## src/logic/cond_select_pkg.sv

```systemverilog
// package: condition field layout, apb offsets, encodings and carriers
package cond_select_pkg;
  // flag positions within a 4-bit field (bit 00 is msb of the field)
  localparam logic [1:0] FLAG_LESS = 2'h0;
  localparam logic [1:0] FLAG_GREATER = 2'h1;
  localparam logic [1:0] FLAG_ZERO = 2'h2;
  localparam logic [1:0] FLAG_OVER = 2'h3;
  localparam logic [2:0] FIELD_INT = 3'h0;
  localparam logic [2:0] FIELD_FLOAT = 3'h1;
  localparam logic [6:0] ARCH_BIT_OFFSET = 7'h20;
  localparam logic [31:0] COND_RESET = 32'h0000_0000;
  // branch options bit positions, bit 4 is the msb of the 5-bit field
  localparam int OPT_IGNORE = 4;
  localparam int OPT_SENSE = 3;
  localparam int OPT_A = 1;
  localparam int OPT_T = 0;
  localparam logic [1:0] HINT_NONE = 2'h0;
  localparam logic [1:0] HINT_NOT_TAKEN = 2'h2;
  localparam logic [1:0] HINT_TAKEN = 2'h3;
  // apb register byte offsets
  localparam logic [7:0] ADDR_COND = 8'h00;
  localparam logic [7:0] ADDR_SUMMARY = 8'h04;
  localparam logic [7:0] ADDR_LAST = 8'h08;

  typedef enum logic [3:0] {
    OP_NONE = 4'h1,
    OP_INT_REC = 4'h2,
    OP_CMP = 4'h4,
    OP_OTHER = 4'h8
  } update_kind_t;

  typedef enum logic [2:0] {
    ST_IDLE = 3'h1,
    ST_ACCESS = 3'h2,
    ST_DONE = 3'h4
  } apb_state_t;

  typedef struct packed {
    logic valid;
    logic [4:0] options;
    logic [4:0] test_select;
    logic is_relative;
    logic disp_negative;
  } branch_req_t;

  typedef struct packed {
    logic valid;
    logic taken;
    logic predict_taken;
    logic [6:0] arch_bit;
  } branch_res_t;

  typedef struct packed {
    logic valid;
    logic [1:0] kind; // 0 int record, 1 float record, 2 compare, 3 field/bit write
    logic [2:0] field;
    logic is_float;
    logic is_signed;
    logic [31:0] a;
    logic [31:0] b;
    logic a_nan;
    logic b_nan;
    logic single_bit;
    logic [4:0] bit_sel;
    logic [3:0] wdata;
  } cond_update_t;

  // register-wide bit index to bit of a 32-bit vector (bit 0 is msb)
  function automatic logic [4:0] vec_index(input logic [4:0] sel);
    vec_index = 5'h1F - sel;
  endfunction : vec_index
endpackage : cond_select_pkg

```

## src/logic/branch_condition_select.sv

```systemverilog
// condition field register with branch condition decode and static prediction
//
// What this block does
// - no hint: relative nonnegative displacement predicts fall-through
// - no hint: register-target branch predicts not taken
// - whole 5-bit select names the tested bit
// - upper three pick field, lower two pick flag
// - architected bit number is select plus 32
// - integer records to field 0, float to field 1
// - less flag set exactly when result negative
// - greater flag set when result positive, nonzero
// - zero flag set exactly when result zero
// - fourth flag copies summary overflow at completion
// - integer compares set signed or unsigned relation
// - float compares set relation, unordered on nan
// - compares and moves may overwrite fields or bits
// - options bit 4 skips test, bit 3 sense
`timescale 1ns/1ps
module branch_condition_select
  import cond_select_pkg::*;
(
  // clock and reset
  input wire logic pclk,
  input wire logic presetn,
  // apb slave
  input wire logic psel,
  input wire logic penable,
  input wire logic pwrite,
  input wire logic [7:0] paddr,
  input wire logic [31:0] pwdata,
  output logic [31:0] prdata,
  output logic pready,
  output logic pslverr,
  // execution side
  input wire cond_update_t upd,
  input wire logic so_flag,
  input wire branch_req_t breq,
  output branch_res_t bres,
  output logic [31:0] cond_out
);
  logic [31:0] condition_field_register;
  logic summary_so;
  apb_state_t apb_st;

  // ============================================================
  // condition evaluation
  function automatic logic [3:0] int_compare(input logic [31:0] a, input logic [31:0] b,
                                             input logic sgn, input logic so);
    logic less;
    logic more;
    less = sgn ? ($signed(a) < $signed(b)) : (a < b);
    more = sgn ? ($signed(a) > $signed(b)) : (a > b);
    int_compare = {less, more, a == b, so};
  endfunction : int_compare

  // write strobe of the access phase for one register offset
  function automatic logic apb_write_hit(input logic [7:0] offset);
    apb_write_hit = psel && penable && pwrite && (paddr == offset);
  endfunction : apb_write_hit

  logic [3:0] next_nibble;
  logic [2:0] tgt_field;
  always_comb begin
    next_nibble = upd.wdata;
    tgt_field = upd.field;
    case (upd.kind)
      2'h0: begin
        tgt_field = FIELD_INT;
        // result sign vs zero
        next_nibble = int_compare(upd.a, 32'h0000_0000, 1'b1, summary_so);
      end
      2'h1: begin
        tgt_field = FIELD_FLOAT;
        next_nibble = upd.wdata;
      end
      2'h2: begin
        if (upd.is_float) begin
          if (upd.a_nan || upd.b_nan)
            next_nibble = 4'h1;
          else
            next_nibble = {int_compare(upd.a, upd.b, 1'b1, 1'b0)};
        end else begin
          next_nibble = int_compare(upd.a, upd.b, upd.is_signed, summary_so);
        end
      end
      default: next_nibble = upd.wdata;
    endcase
  end

  // ============================================================
  // condition register update
  always_ff @(posedge pclk or negedge presetn) begin
    if (!presetn) begin
      condition_field_register <= COND_RESET;
    end else if (apb_write_hit(ADDR_COND)) begin
      condition_field_register <= pwdata;
    end else if (upd.valid) begin
      if (upd.kind == 2'h3 && upd.single_bit)
        condition_field_register[vec_index(upd.bit_sel)] <= upd.wdata[0];
      else
        condition_field_register[vec_index({tgt_field, FLAG_LESS})-:4] <= next_nibble;
    end
  end

  // summary overflow copy, sampled from so_flag every cycle unless written over apb
  always_ff @(posedge pclk or negedge presetn) begin
    if (!presetn) begin
      summary_so <= 1'b0;
    end else if (apb_write_hit(ADDR_SUMMARY)) begin
      summary_so <= pwdata[0];
    end else begin
      summary_so <= so_flag;
    end
  end

  // ============================================================
  // branch decode
  logic tested;
  logic cond_ok;
  logic [1:0] hint;
  logic pred;
  always_comb begin
    tested = condition_field_register[vec_index(breq.test_select)];
    cond_ok = breq.options[OPT_IGNORE] ||
              (tested == breq.options[OPT_SENSE]);
    hint = {breq.options[OPT_A], breq.options[OPT_T]};
    if (breq.options[OPT_IGNORE]) begin
      hint = {breq.options[OPT_SENSE], breq.options[OPT_T]};
    end
    if (hint == HINT_NONE) begin
      pred = breq.is_relative && breq.disp_negative;
    end else if (!breq.is_relative) begin
      pred = (hint == HINT_TAKEN);
    end else begin
      pred = breq.options[OPT_T] ^ breq.disp_negative;
    end
  end

  always_ff @(posedge pclk or negedge presetn) begin
    if (!presetn) begin
      bres <= '0;
    end else begin
      bres.valid <= breq.valid;
      bres.taken <= breq.valid && cond_ok;
      bres.predict_taken <= breq.valid && pred;
      bres.arch_bit <= {2'h0, breq.test_select} + ARCH_BIT_OFFSET;
    end
  end

  always_ff @(posedge pclk or negedge presetn) begin
    if (!presetn)
      cond_out <= COND_RESET;
    else
      cond_out <= condition_field_register;
  end

  // ============================================================
  // apb slave: one wait-free access phase
  always_ff @(posedge pclk or negedge presetn) begin
    if (!presetn) begin
      apb_st <= ST_IDLE;
      pready <= 1'b0;
      pslverr <= 1'b0;
      prdata <= 32'h0000_0000;
    end else begin
      case (apb_st)
        ST_IDLE: begin
          pready <= 1'b0;
          if (psel && !penable) begin
            apb_st <= ST_ACCESS;
            pready <= 1'b1;
            pslverr <= (paddr >= ADDR_LAST) || (paddr[1:0] != 2'h0);
            prdata <= (paddr == ADDR_COND) ? condition_field_register :
                      (paddr == ADDR_SUMMARY) ? {31'h0, summary_so} : 32'h0000_0000;
          end
        end
        ST_ACCESS: begin
          apb_st <= ST_IDLE;
          pready <= 1'b0;
          pslverr <= 1'b0;
        end
        default: apb_st <= ST_IDLE;
      endcase
    end
  end

  // ============================================================
  // handshake and update sequences
  logic wr_any;
  assign wr_any = psel && penable && pwrite;
endmodule : branch_condition_select

```

## config.mk

```make
export PLATFORM = sky130hd
export DESIGN_NAME = branch_condition_select
export DESIGN_NICKNAME = d
export VERILOG_FILES = /design/src/logic/cond_select_pkg.sv /design/src/logic/branch_condition_select.sv
export SDC_FILE = /design/constraint.sdc
export NUM_CORES = 1
export LEC_CHECK = 0
export BUFFER_PORTS_ARGS = -buffer_cell sky130_fd_sc_hd__buf_2
export CAP_MARGIN = 0
export CORE_MARGIN = 3
export CORE_UTILIZATION = 45
export CTS_CLUSTER_DIAMETER = 80
export CTS_CLUSTER_SIZE = 14
export DETAILED_ROUTE_END_ITERATION = 8
export PLACE_DENSITY_LB_ADDON = 0.15
export SYNTH_ARGS = -nofsm -noshare
export SYNTH_HDL_FRONTEND = slang
export SYNTH_SLANG_ARGS = --single-unit
```

## constraint.sdc

```tcl
create_clock -name pclk -period 1.85 [get_ports pclk]
set_input_delay 0.4625 -clock pclk [delete_from_list [all_inputs] [get_ports pclk]]
set_output_delay 0.4625 -clock pclk [all_outputs]
set_load 0.02 [all_outputs]
```

==> results of run 1 <==
[placed cells by master, fill, tap and decap left out, drive strengths merged, types with 3 or more instances in the layout]
cell	n
nor4	12
nor2	35
mux2	4
clkinv	3
o21ai	70
or3	6
nor3	12
mux2i	3
clkbuf	10
ha	34
mux4	10
nor2b	4
o211ai	3
a22o	33
buf	351
dfrtp	109
o31ai	3
inv	39
a221oi	15
nand2	54
a41oi	3
a222oi	3
nand4	11
or2	3
nand2b	14
nand3	9
a31oi	12
a21oi	67
[worst max path at each step]
stage            start                           end  slack [ps]
5_1_grt        upd[15]  condition_field_register[26]        -610
6_report       upd[71]  condition_field_register[26]        -510
3_3_place_gp   upd[54]  condition_field_register[10]        -800
2_1_floorplan  upd[13]  condition_field_register[19]        -510
4_1_cts        upd[70]  condition_field_register[26]        -430
3_5_place_dp   upd[39]  condition_field_register[26]        -930
[layout make-up]
cell class / count / area, µm²
antenna: 1 / 2.502
clock buffer: 10 / 239.0
clock inverter: 6 / 46.29
fill: 950 / 3307
inverter: 38 / 175.2
multi-input combinational: 451 / 3725
sequential: 110 / 2754
tap: 172 / 215.2
timing repair buffer: 352 / 2412
[worst register-to-register path: stages, from the launching register on]
cell and delay [ps]:
dfrtp_1 400, mux4_2 520, mux4_2 500, mux2i_2 210, xor2_1 110, o21a_1 170
[logic make-up (layout without fill, tap and decap cells)]
family                   count (synthesis)  after routing  share of synthesized area (%)
flip-flops                             110            110                          45.49
XOR/XNOR                                 1              1                         0.1447
multiplexers                            17             17                          4.961
AO/OA/AOI/OAI                          224            224                          23.25
adder cells (fa/ha/maj)                 34             34                          7.028
buffers and inverters                   69            406                          4.403
AND/OR/NAND/NOR                        173            173                          14.59
other                                    2              3                         0.1241
[registers in the layout (all words and copies together), names as in the netlist]
name / flops
cond_out: 32
condition_field_register: 32
prdata: 32
bres: 9
apb_st: 2
pready: 1
pslverr: 1
summary_so: 1
[timing repair]
action | in CTS | in global routing
gates resized for setup | 74 | 51
endpoints found under the setup margin | 30 | 32
hold endpoints to repair | 13 | 0
setup buffers | 3 | 6
pin swaps | 32 | 32
hold buffers | 1 | 0
[power by group]
group / total (mW) / internal, mW / switching (mW)
clock: 1.87 / 0.958 / 0.915
combinational: 2.36 / 1.08 / 1.28
sequential: 2.92 / 2.77 / 0.152
total: 7.15 / 4.81 / 2.34
[metal layers]
layer	global-route usage, %	routed length (µm)	part of all wire [%]	vias up
li1	-	-	-	3022
met1	35.71	8645	40	3168
met2	48.00	10570	49	321
met3	6.360	1815	8.4	56
met4	11.41	645	3.0	2
met5	0	9	0.042	-
==> out/metrics.csv, run 1 <==
metric,value,unit
slowest CP cell,o211ai_1,
Fmax,423.4,MHz
CORE AREA,12880,µm²
Cell variety after synth,58,
syn avg cell area,9.608,µm²
Nets,1139,
Placed Cells,1117,
RSZ-0062 raised after global routing,yes,
Synth Flop Type,dfrtp_1,
Leakage,4.545,nW
Yosys top cell by area,dfrtp_1,
CTS tree,yes,
critical path capture point type,flip-flop,
initial antenna violation count,2,
drt wl/cell,19.02,µm
hold path cells,1,
CP Max Fanout,5,
final setup margin,-512.1,ps
Starting Density,47.01,%
IO Count,219,
power density cells,747.2,nW/µm²
Post-DP HPWL,16460,µm
DRC errors left,0,
final worst-path cycle share,127.7,%
Final Hold Fails,0,
max-slew violations,0,
WP data arrival,2640,ps
Synth Instances,630,
clk sinks,110,
most frequent cells after synthesis,"dfrtp_1 (109), a21oi_1 (67), o21ai_0 (66), nand2_1 (52), inv_1 (38)",
Setup Skew,9.987,ps
clock latency on the worst-skew pair,360,ps
IO Port Bufs,216,
Reg-to-Reg Start,condition_field_register[15],
synth top area cells,"dfrtp_1 (45%), ha_1 (7.0%), a21oi_1 (5.5%)",
Finished Core Util,74.32,%
Placed Area,8677,µm²
ANT nets after route,0,
gp weighted congestion,0.9764,
die area,14880,µm²
die height,122.0,µm
failing checks,setup timing,
Max Cap Violations,0,
VDD IR-drop max,0.4707,mV
"reg-to-reg slack, setup",-150,ps
status,finished with violations,
r2r endpoint,bres[8],
final WL,21680,µm
HP Start,breq[12],
post-route cell area,9569,µm²
vias in the first global route,6610,
most common cell in the netlist,dfrtp_1,
final setup fails,31,
max incr delay on CP,340,ps
"EDFF count, synth",0,
"Buf+Inv Stages, Crit Path",4,
"Remaining Overflow, GRT",0,
instance count on the critical path,12,
setup tns final,-8582,ps
Final Critical Period,2362,ps
"delay-heaviest family, CP",compound AO/OA/AOI/OAI gates,
Rel. slew slack,56.83,%
Clock Pin Slew Worst Setup and Hold Paths,70,ps
HP Class,input pin to flip-flop,
first-pass GRT wire length,33090,µm
sequential share of the synthesized area,45.49,%
fin cells,1140,
#FFs+latches synth,110,
Worst Hold End,bres[9],
Mapped Area,6053,µm²
row cnt,41,
Clock H-tree levels,3,
Global Route Usage Sum,28.51,%
ys async rst share,100.0,%
root buffer cell,clkbuf_16,
Yosys top cell area share,45.06,%
Via density,5.762,
hold slack,246.2,ps
Tightest Pin Transition,644.0,ps
largest net degree at the start of global routing,39,
"Worst Path Class, Setup",input pin to flip-flop,
drt pass-1 iters,5,
DIE WIDTH,122.0,µm
path depth of the worst reg2reg path,5,
Synth Net Count,807,
CTS Buf Count,9,
critical path cell sequence,"buf_8, ha_4, nand4_1, buf_4, inv_2, a21oi_2, o211ai_1, mux2i_1, o21ai_2, buf_6, or2b_1, a41oi_2",
startpoint types,input pin,
Area Growth Syn to Fin,58.08,%
DP Worst Slack,-926.0,ps
Critical Path RT,2130,ps
drt initial violations,467,
Synth Warn #,0,
layout cells sized above 1,51.91,%
maximum buffer depth of the clock tree,2,
Pwr Total,7.150,mW
routed vias,6569,
(Power assumes the default switching activity.)
==> inputs of run 2 (changes only) <==
--- a/config.mk
+++ b/config.mk
@@ -7,6 +7,7 @@
 export LEC_CHECK = 0
 export BUFFER_PORTS_ARGS = -buffer_cell sky130_fd_sc_hd__buf_2
 export CAP_MARGIN = 0
+export CORE_ASPECT_RATIO = 1.5
 export CORE_MARGIN = 3
 export CORE_UTILIZATION = 45
 export CTS_CLUSTER_DIAMETER = 80
==> out/metrics.csv, run 2 (synthesis results as in run 1) <==
metric,value,unit,change
power density cells,755.0,nW/µm²,+1.1%
Setup Skew,9.020,ps,-0.9662 ps
Fillers,985,,+3.7%
gp weighted congestion,0.9863,,+1.0%
Post-DP HPWL,16490,µm,+0.19%
vias in the first global route,6852,,+3.7%
max incr delay on CP,380,ps,+40 ps
DP Worst Slack,-920.0,ps,+5.929 ps
VDD IR-drop max,0.4195,mV,-11%
die height,148.0,µm,+21%
Placed Cells,1096,,-1.9%
startpoint types,input pin,,
Critical Path RT,2080,ps,-50 ps
DRC errors left,0,,unchanged
Area Growth Syn to Fin,58.78,%,
Starting Density,46.27,%,-0.74 points
"commonest non-fill, non-tap cell in the layout",buf_2,,
drt wl/cell,19.35,µm,+1.7%
initial antenna violation count,0,,-2
ANT nets after route,0,,unchanged
Pwr Total,7.257,mW,+1.5%
Nets,1134,,-0.44%
RSZ-0062 raised after global routing,yes,,
Final Hold Fails,0,,unchanged
root buffer cell,clkbuf_16,,
drt pass-1 iters,5,,unchanged
"delay-heaviest family, CP",compound AO/OA/AOI/OAI gates,,
"Worst Path Class, Setup",input pin to flip-flop,,
DIE WIDTH,100.7,µm,-17%
slowest CP cell,a311o_1,,
CP Max Fanout,4,,-1
Max Cap Violations,0,,unchanged
"Buf+Inv Stages, Crit Path",3,,-1
IO Count,219,,unchanged
final worst-path cycle share,124.4,%,-3.2 points
Via density,5.868,,+1.8%
HP Class,input pin to asynchronous set/reset pin,,
biggest registers after layout,"cond_out (32), condition_field_register (32), prdata (32)",,
most frequent cells in the layout,"buf_2 (191), buf_4 (113), dfrtp_1 (109)",,
CORE AREA,13080,µm²,+1.6%
first-pass GRT wire length,33020,µm,-0.21%
final WL,21710,µm,+0.12%
status,finished with violations,,
Tightest Pin Transition,607.6,ps,-36.34 ps
Final Critical Period,2302,ps,-59.87 ps
"Remaining Overflow, GRT",0,,unchanged
maximum buffer depth of the clock tree,2,,unchanged
die area,14910,µm²,+0.19%
IO Port Bufs,216,,unchanged
clock latency on the worst-skew pair,360,ps,about the same
CTS tree,yes,,
row cnt,51,,+24%
clk sinks,110,,unchanged
Clock Pin Slew Worst Setup and Hold Paths,80,ps,about the same
final setup margin,-452.2,ps,+59.87 ps
Leakage,4.552,nW,+0.17%
Global Route Usage Sum,27.97,%,-0.54 points
max-slew violations,0,,unchanged
largest net degree at the start of global routing,63,,+62%
fin cells,1122,,-1.6%
CTS Buf Count,9,,unchanged
final setup fails,33,,+6.5%
critical path capture point type,flip-flop,,
failing checks,setup timing,,
critical path cell sequence,"buf_2, ha_4, nand4_1, nor4_2, buf_4, a21boi_2, a311o_1, o21ai_2, buf_6, or2b_1, a41oi_2",,
drt initial violations,445,,-4.7%
Rel. slew slack,59.27,%,+2.4 points
routed vias,6584,,+0.23%
WP data arrival,2530,ps,-110 ps
Clock H-tree levels,3,,unchanged
layout cells sized above 1,52.39,%,+0.48 points
Fmax,434.4,MHz,+2.6%
run 2: changes by cell type in the layout (fill, tap and decap cells not counted), moves of 2 or more:
cell,previous run,this run
nand2b_4,3,5
ha_1,12,10
a21oi_1,53,49
buf_4,119,113
buf_8,3,5
nand2_2,6,8
a21oi_2,14,17
buf_2,188,191
buf_6,34,29
nand2b_1,11,9
ha_4,21,24
run 2: worst paths after layout:
path / from / end / slack (ps) / cells past startpoint
min in group pclk: breq[12] / bres[9] / 250 / 1
setup / recovery: upd[50] / condition_field_register[26] / -450 / 11
max in group asynchronous: presetn / prdata[25] / 1190 / 2
hold / removal: presetn / pready / 6 / 1
setup reg to reg: condition_field_register[19] / bres[8] / -70 / 5
hold reg to reg: pready / pready / 490 / 2
run 2: worst register-to-register path: cells and delay by family (launching register included):
kind                      cells  cell delay (ps)
AOI/OAI and AO/OA             1              160
muxes                         3             1170
xor gates and xnor gates      1               90
DFF                           1              400
run 2: per-stage QoR:
| step | util [%] | hold slack [ps] | instance area (µm²) | TNS (ps) |
|---|---|---|---|---|
| after CTS | 71.04 | 17.07 | 9293 | -7491 |
| final | 73.48 | 5.636 | 9612 | -8029 |
| after detailed placement | 65.65 | 387.6 | 8588 | -24320 |
| after global placement | 65.65 | 388.4 | 8588 | -22310 |
| after global routing | 73.46 | 19.17 | 9609 | -11240 |
| after floorplan | - | 166.9 | 6481 | -8751 |
run 2: repair_timing:
action,in CTS,in global routing
resized for setup,78,57
cloned,1,1
setup endpoints to repair,33,33
setup buffers,3,4
hold buffers,0,0
pin swaps,47,34
run 2: cell type report:
| class | instances | area, µm² | area share (%) |
|---|---|---|---|
| inverters | 38 | 172.7 | 1.796 |
| clock inverters | 7 | 80.08 | 0.8331 |
| clock buffers | 9 | 225.2 | 2.343 |
| diodes | 1 | 2.502 | 0.02603 |
| multi-input cells | 451 | 3780 | 39.33 |
| well taps | 159 | 198.9 | 2.070 |
| repair buffers | 347 | 2399 | 24.95 |
| flip-flops and latches | 110 | 2754 | 28.65 |
run 2: power by group:
part,internal [mW],switching (mW),leakage [nW]
registers,2.77,0.146,1.38
logic,1.08,1.26,3.03
clock network,1.07,0.938,0.148
run 2: metal layers:
| layer | up-vias | routed length (µm) | global-route usage [%] | share of wire [%] |
|---|---|---|---|---|
| li1 | 2998 | - | - | - |
| met1 | 3181 | 7654 | 30.36 | 35 |
| met2 | 329 | 11580 | 50.69 | 53 |
| met3 | 76 | 1552 | 5.288 | 7.2 |
| met4 | 0 | 915 | 14.03 | 4.2 |
| met5 | - | 0 | 0 | 0 |
==> inputs of run 3 (changes only) <==
--- a/config.mk
+++ b/config.mk
@@ -9,7 +9,7 @@
 export CAP_MARGIN = 0
 export CORE_ASPECT_RATIO = 1.5
 export CORE_MARGIN = 3
-export CORE_UTILIZATION = 45
+export CORE_UTILIZATION = 50
 export CTS_CLUSTER_DIAMETER = 80
 export CTS_CLUSTER_SIZE = 14
 export DETAILED_ROUTE_END_ITERATION = 8
==> constraint.sdc (replaced) <==
create_clock -name pclk -period 2.2 [get_ports pclk]
set_input_delay 0.55 -clock pclk [delete_from_list [all_inputs] [get_ports pclk]]
set_output_delay 0.55 -clock pclk [all_outputs]
set_load 0.02 [all_outputs]
==> out/metrics.csv, run 3 (synthesis results as in run 1) <==
metric,value,unit,change
IO Count,219,,unchanged
setup tns final,-1733,ps,+6296 ps
CP Max Fanout,8,,+4
WP data arrival,2570,ps,+40 ps
HP Class,input pin to asynchronous set/reset pin,,
Placed Cells,1032,,-5.8%
Final Critical Period,2356,ps,
Global Route Usage Sum,30.05,%,+2.1 points
"Remaining Overflow, GRT",0,,unchanged
n_diodes,0,,-1
Clock Pin Slew Worst Setup and Hold Paths,70,ps,about the same
Clock H-tree levels,3,,unchanged
drt initial violations,359,,-19%
Fmax,424.5,MHz,
fin cells,1054,,-6.1%
ANT nets after route,0,,unchanged
r2r endpoint,bres[8],,
routed vias,6285,,-4.5%
DIE WIDTH,95.84,µm,-4.8%
Area Growth Syn to Fin,46.90,%,
most frequent cells in the layout,"buf_2 (177), dfrtp_1 (109), buf_4 (66)",,
final setup fails,22,,-33%
Nets,1076,,-5.1%
max-slew violations,0,,unchanged
hold slack,188.0,ps,+182.4 ps
biggest registers after layout,"cond_out (32), condition_field_register (32), prdata (32)",,
critical path capture point type,flip-flop,,
final setup margin,-155.6,ps,+296.7 ps
Leakage,4.213,nW,-7.4%
"Worst Path Class, Setup",input pin to flip-flop,,
clk sinks,110,,unchanged
DRC errors left,0,,unchanged
layout cells sized above 1,45.58,%,-6.8 points
Critical Path RT,2410,ps,+330 ps
VDD IR-drop max,0.3648,mV,-13%
drt pass-1 iters,5,,unchanged
row cnt,48,,-5.9%
maximum buffer depth of the clock tree,2,,unchanged
final worst-path cycle share,107.1,%,
path depth of the worst reg2reg path,5,,unchanged
Rel. slew slack,54.03,%,-5.2 points
root buffer cell,clkbuf_16,,
Pwr Total,5.723,mW,-21%
failing checks,setup timing,,
Final Hold Fails,0,,unchanged
CTS Hold Bufs,0,,unchanged
vias in the first global route,6338,,-7.5%
die height,140.8,µm,-4.9%
"commonest non-fill, non-tap cell in the layout",buf_2,,
CORE AREA,11650,µm²,-11%
Max Cap Violations,0,,unchanged
Post-DP HPWL,15660,µm,-5.0%
power density cells,643.6,nW/µm²,-15%
die area,13490,µm²,-9.5%
startpoint types,input pin,,
Via density,5.963,,+1.6%
initial antenna violation count,1,,+1
RSZ-0062 raised after global routing,yes,,
first-pass GRT wire length,31400,µm,-4.9%
Setup Skew,5.597,ps,-3.423 ps
final WL,20220,µm,-6.8%
status,finished with violations,,
Tightest Pin Transition,684.3,ps,+76.65 ps
gp weighted congestion,0.9287,,-5.8%
CTS Buf Count,9,,unchanged
Finished Core Util,76.32,%,+2.8 points
clock latency on the worst-skew pair,350,ps,about the same
IO Port Bufs,216,,unchanged
largest net degree at the start of global routing,47,,-25%
Reg-to-Reg Start,condition_field_register[17],,
Starting Density,51.95,%,+5.7 points
CTS tree,yes,,
"reg-to-reg slack, setup",200,ps,+270 ps
drt wl/cell,19.19,µm,-0.83%
[run 3: cell count changes in the layout (fill, tap and decap cells not counted), moves of 6 or more]
cell,previous run,this run
buf_4,113,66
inv_2,11,17
a21oi_2,17,8
buf_2,191,177
nor2_1,26,35
buf_6,29,38
inv_1,19,13
a21oi_1,49,59
nor2_4,7,0
[run 3: how the worst max path moves through the flow]
stage | slack (ps) | cells past startpoint | to | from
2_1_floorplan | -240 | 10 | condition_field_register[19] | upd[13]
4_1_cts | -150 | 13 | condition_field_register[26] | upd[70]
3_5_place_dp | -640 | 11 | condition_field_register[26] | upd[49]
5_1_grt | -250 | 12 | condition_field_register[19] | upd[42]
6_report | -160 | 11 | condition_field_register[26] | upd[52]
3_3_place_gp | -570 | 11 | condition_field_register[26] | upd[58]
[run 3: timing repair]
item / 4_1_cts / 5_1_grt
pin swaps: 27 / 15
setup buffers: 2 / 4
gates resized for setup: 72 / 36
hold endpoints to repair: 0 / 0
setup endpoints to repair: 18 / 25
[run 3: layout make-up]
type | count | area (µm²)
Inverter | 38 | 167.7
Timing Repair Buffer | 289 | 1959
Sequential cell | 110 | 2754
Clock buffer | 10 | 239.0
Tap cell | 150 | 187.7
Multi-Input combinational cell | 451 | 3531
Fill cell | 825 | 2759
Clock inverter | 6 | 53.80
[run 3: critical path, stage by stage]
cell     delay (ps)
buf_2           130
ha_4            230
nand4_1         140
nor2_1           70
a221o_1         330
or3_4           340
a311o_1         280
o21ai_2         130
buf_6           150
or2b_1          120
a41oi_2         100
[run 3: where the power goes]
group,switching (mW),internal (mW),leakage (nW)
Combinational,0.890,0.716,2.70
Sequential,0.214,2.33,1.38
Clock,0.758,0.817,0.135
Total,1.86,3.86,4.21
[run 3: routing by layer]
layer  share of wire, %  global-route usage [%]  up-vias
li1                   -                       -     2882
met1                 36                   33.80     3007
met2                 52                   53.37      325
met3                7.4                   6.086       69
met4                4.0                   13.64        2
met5              0.099                       0        -
[run 3: stage by stage]
step                      instance area (µm²)  worst slack, ps
after floorplan                          6357           -242.5
after global placement                   8071           -568.4
after detailed placement                 8071           -642.3
after CTS                                8680           -153.2
after global routing                     8892           -252.5
final                                    8892           -155.6
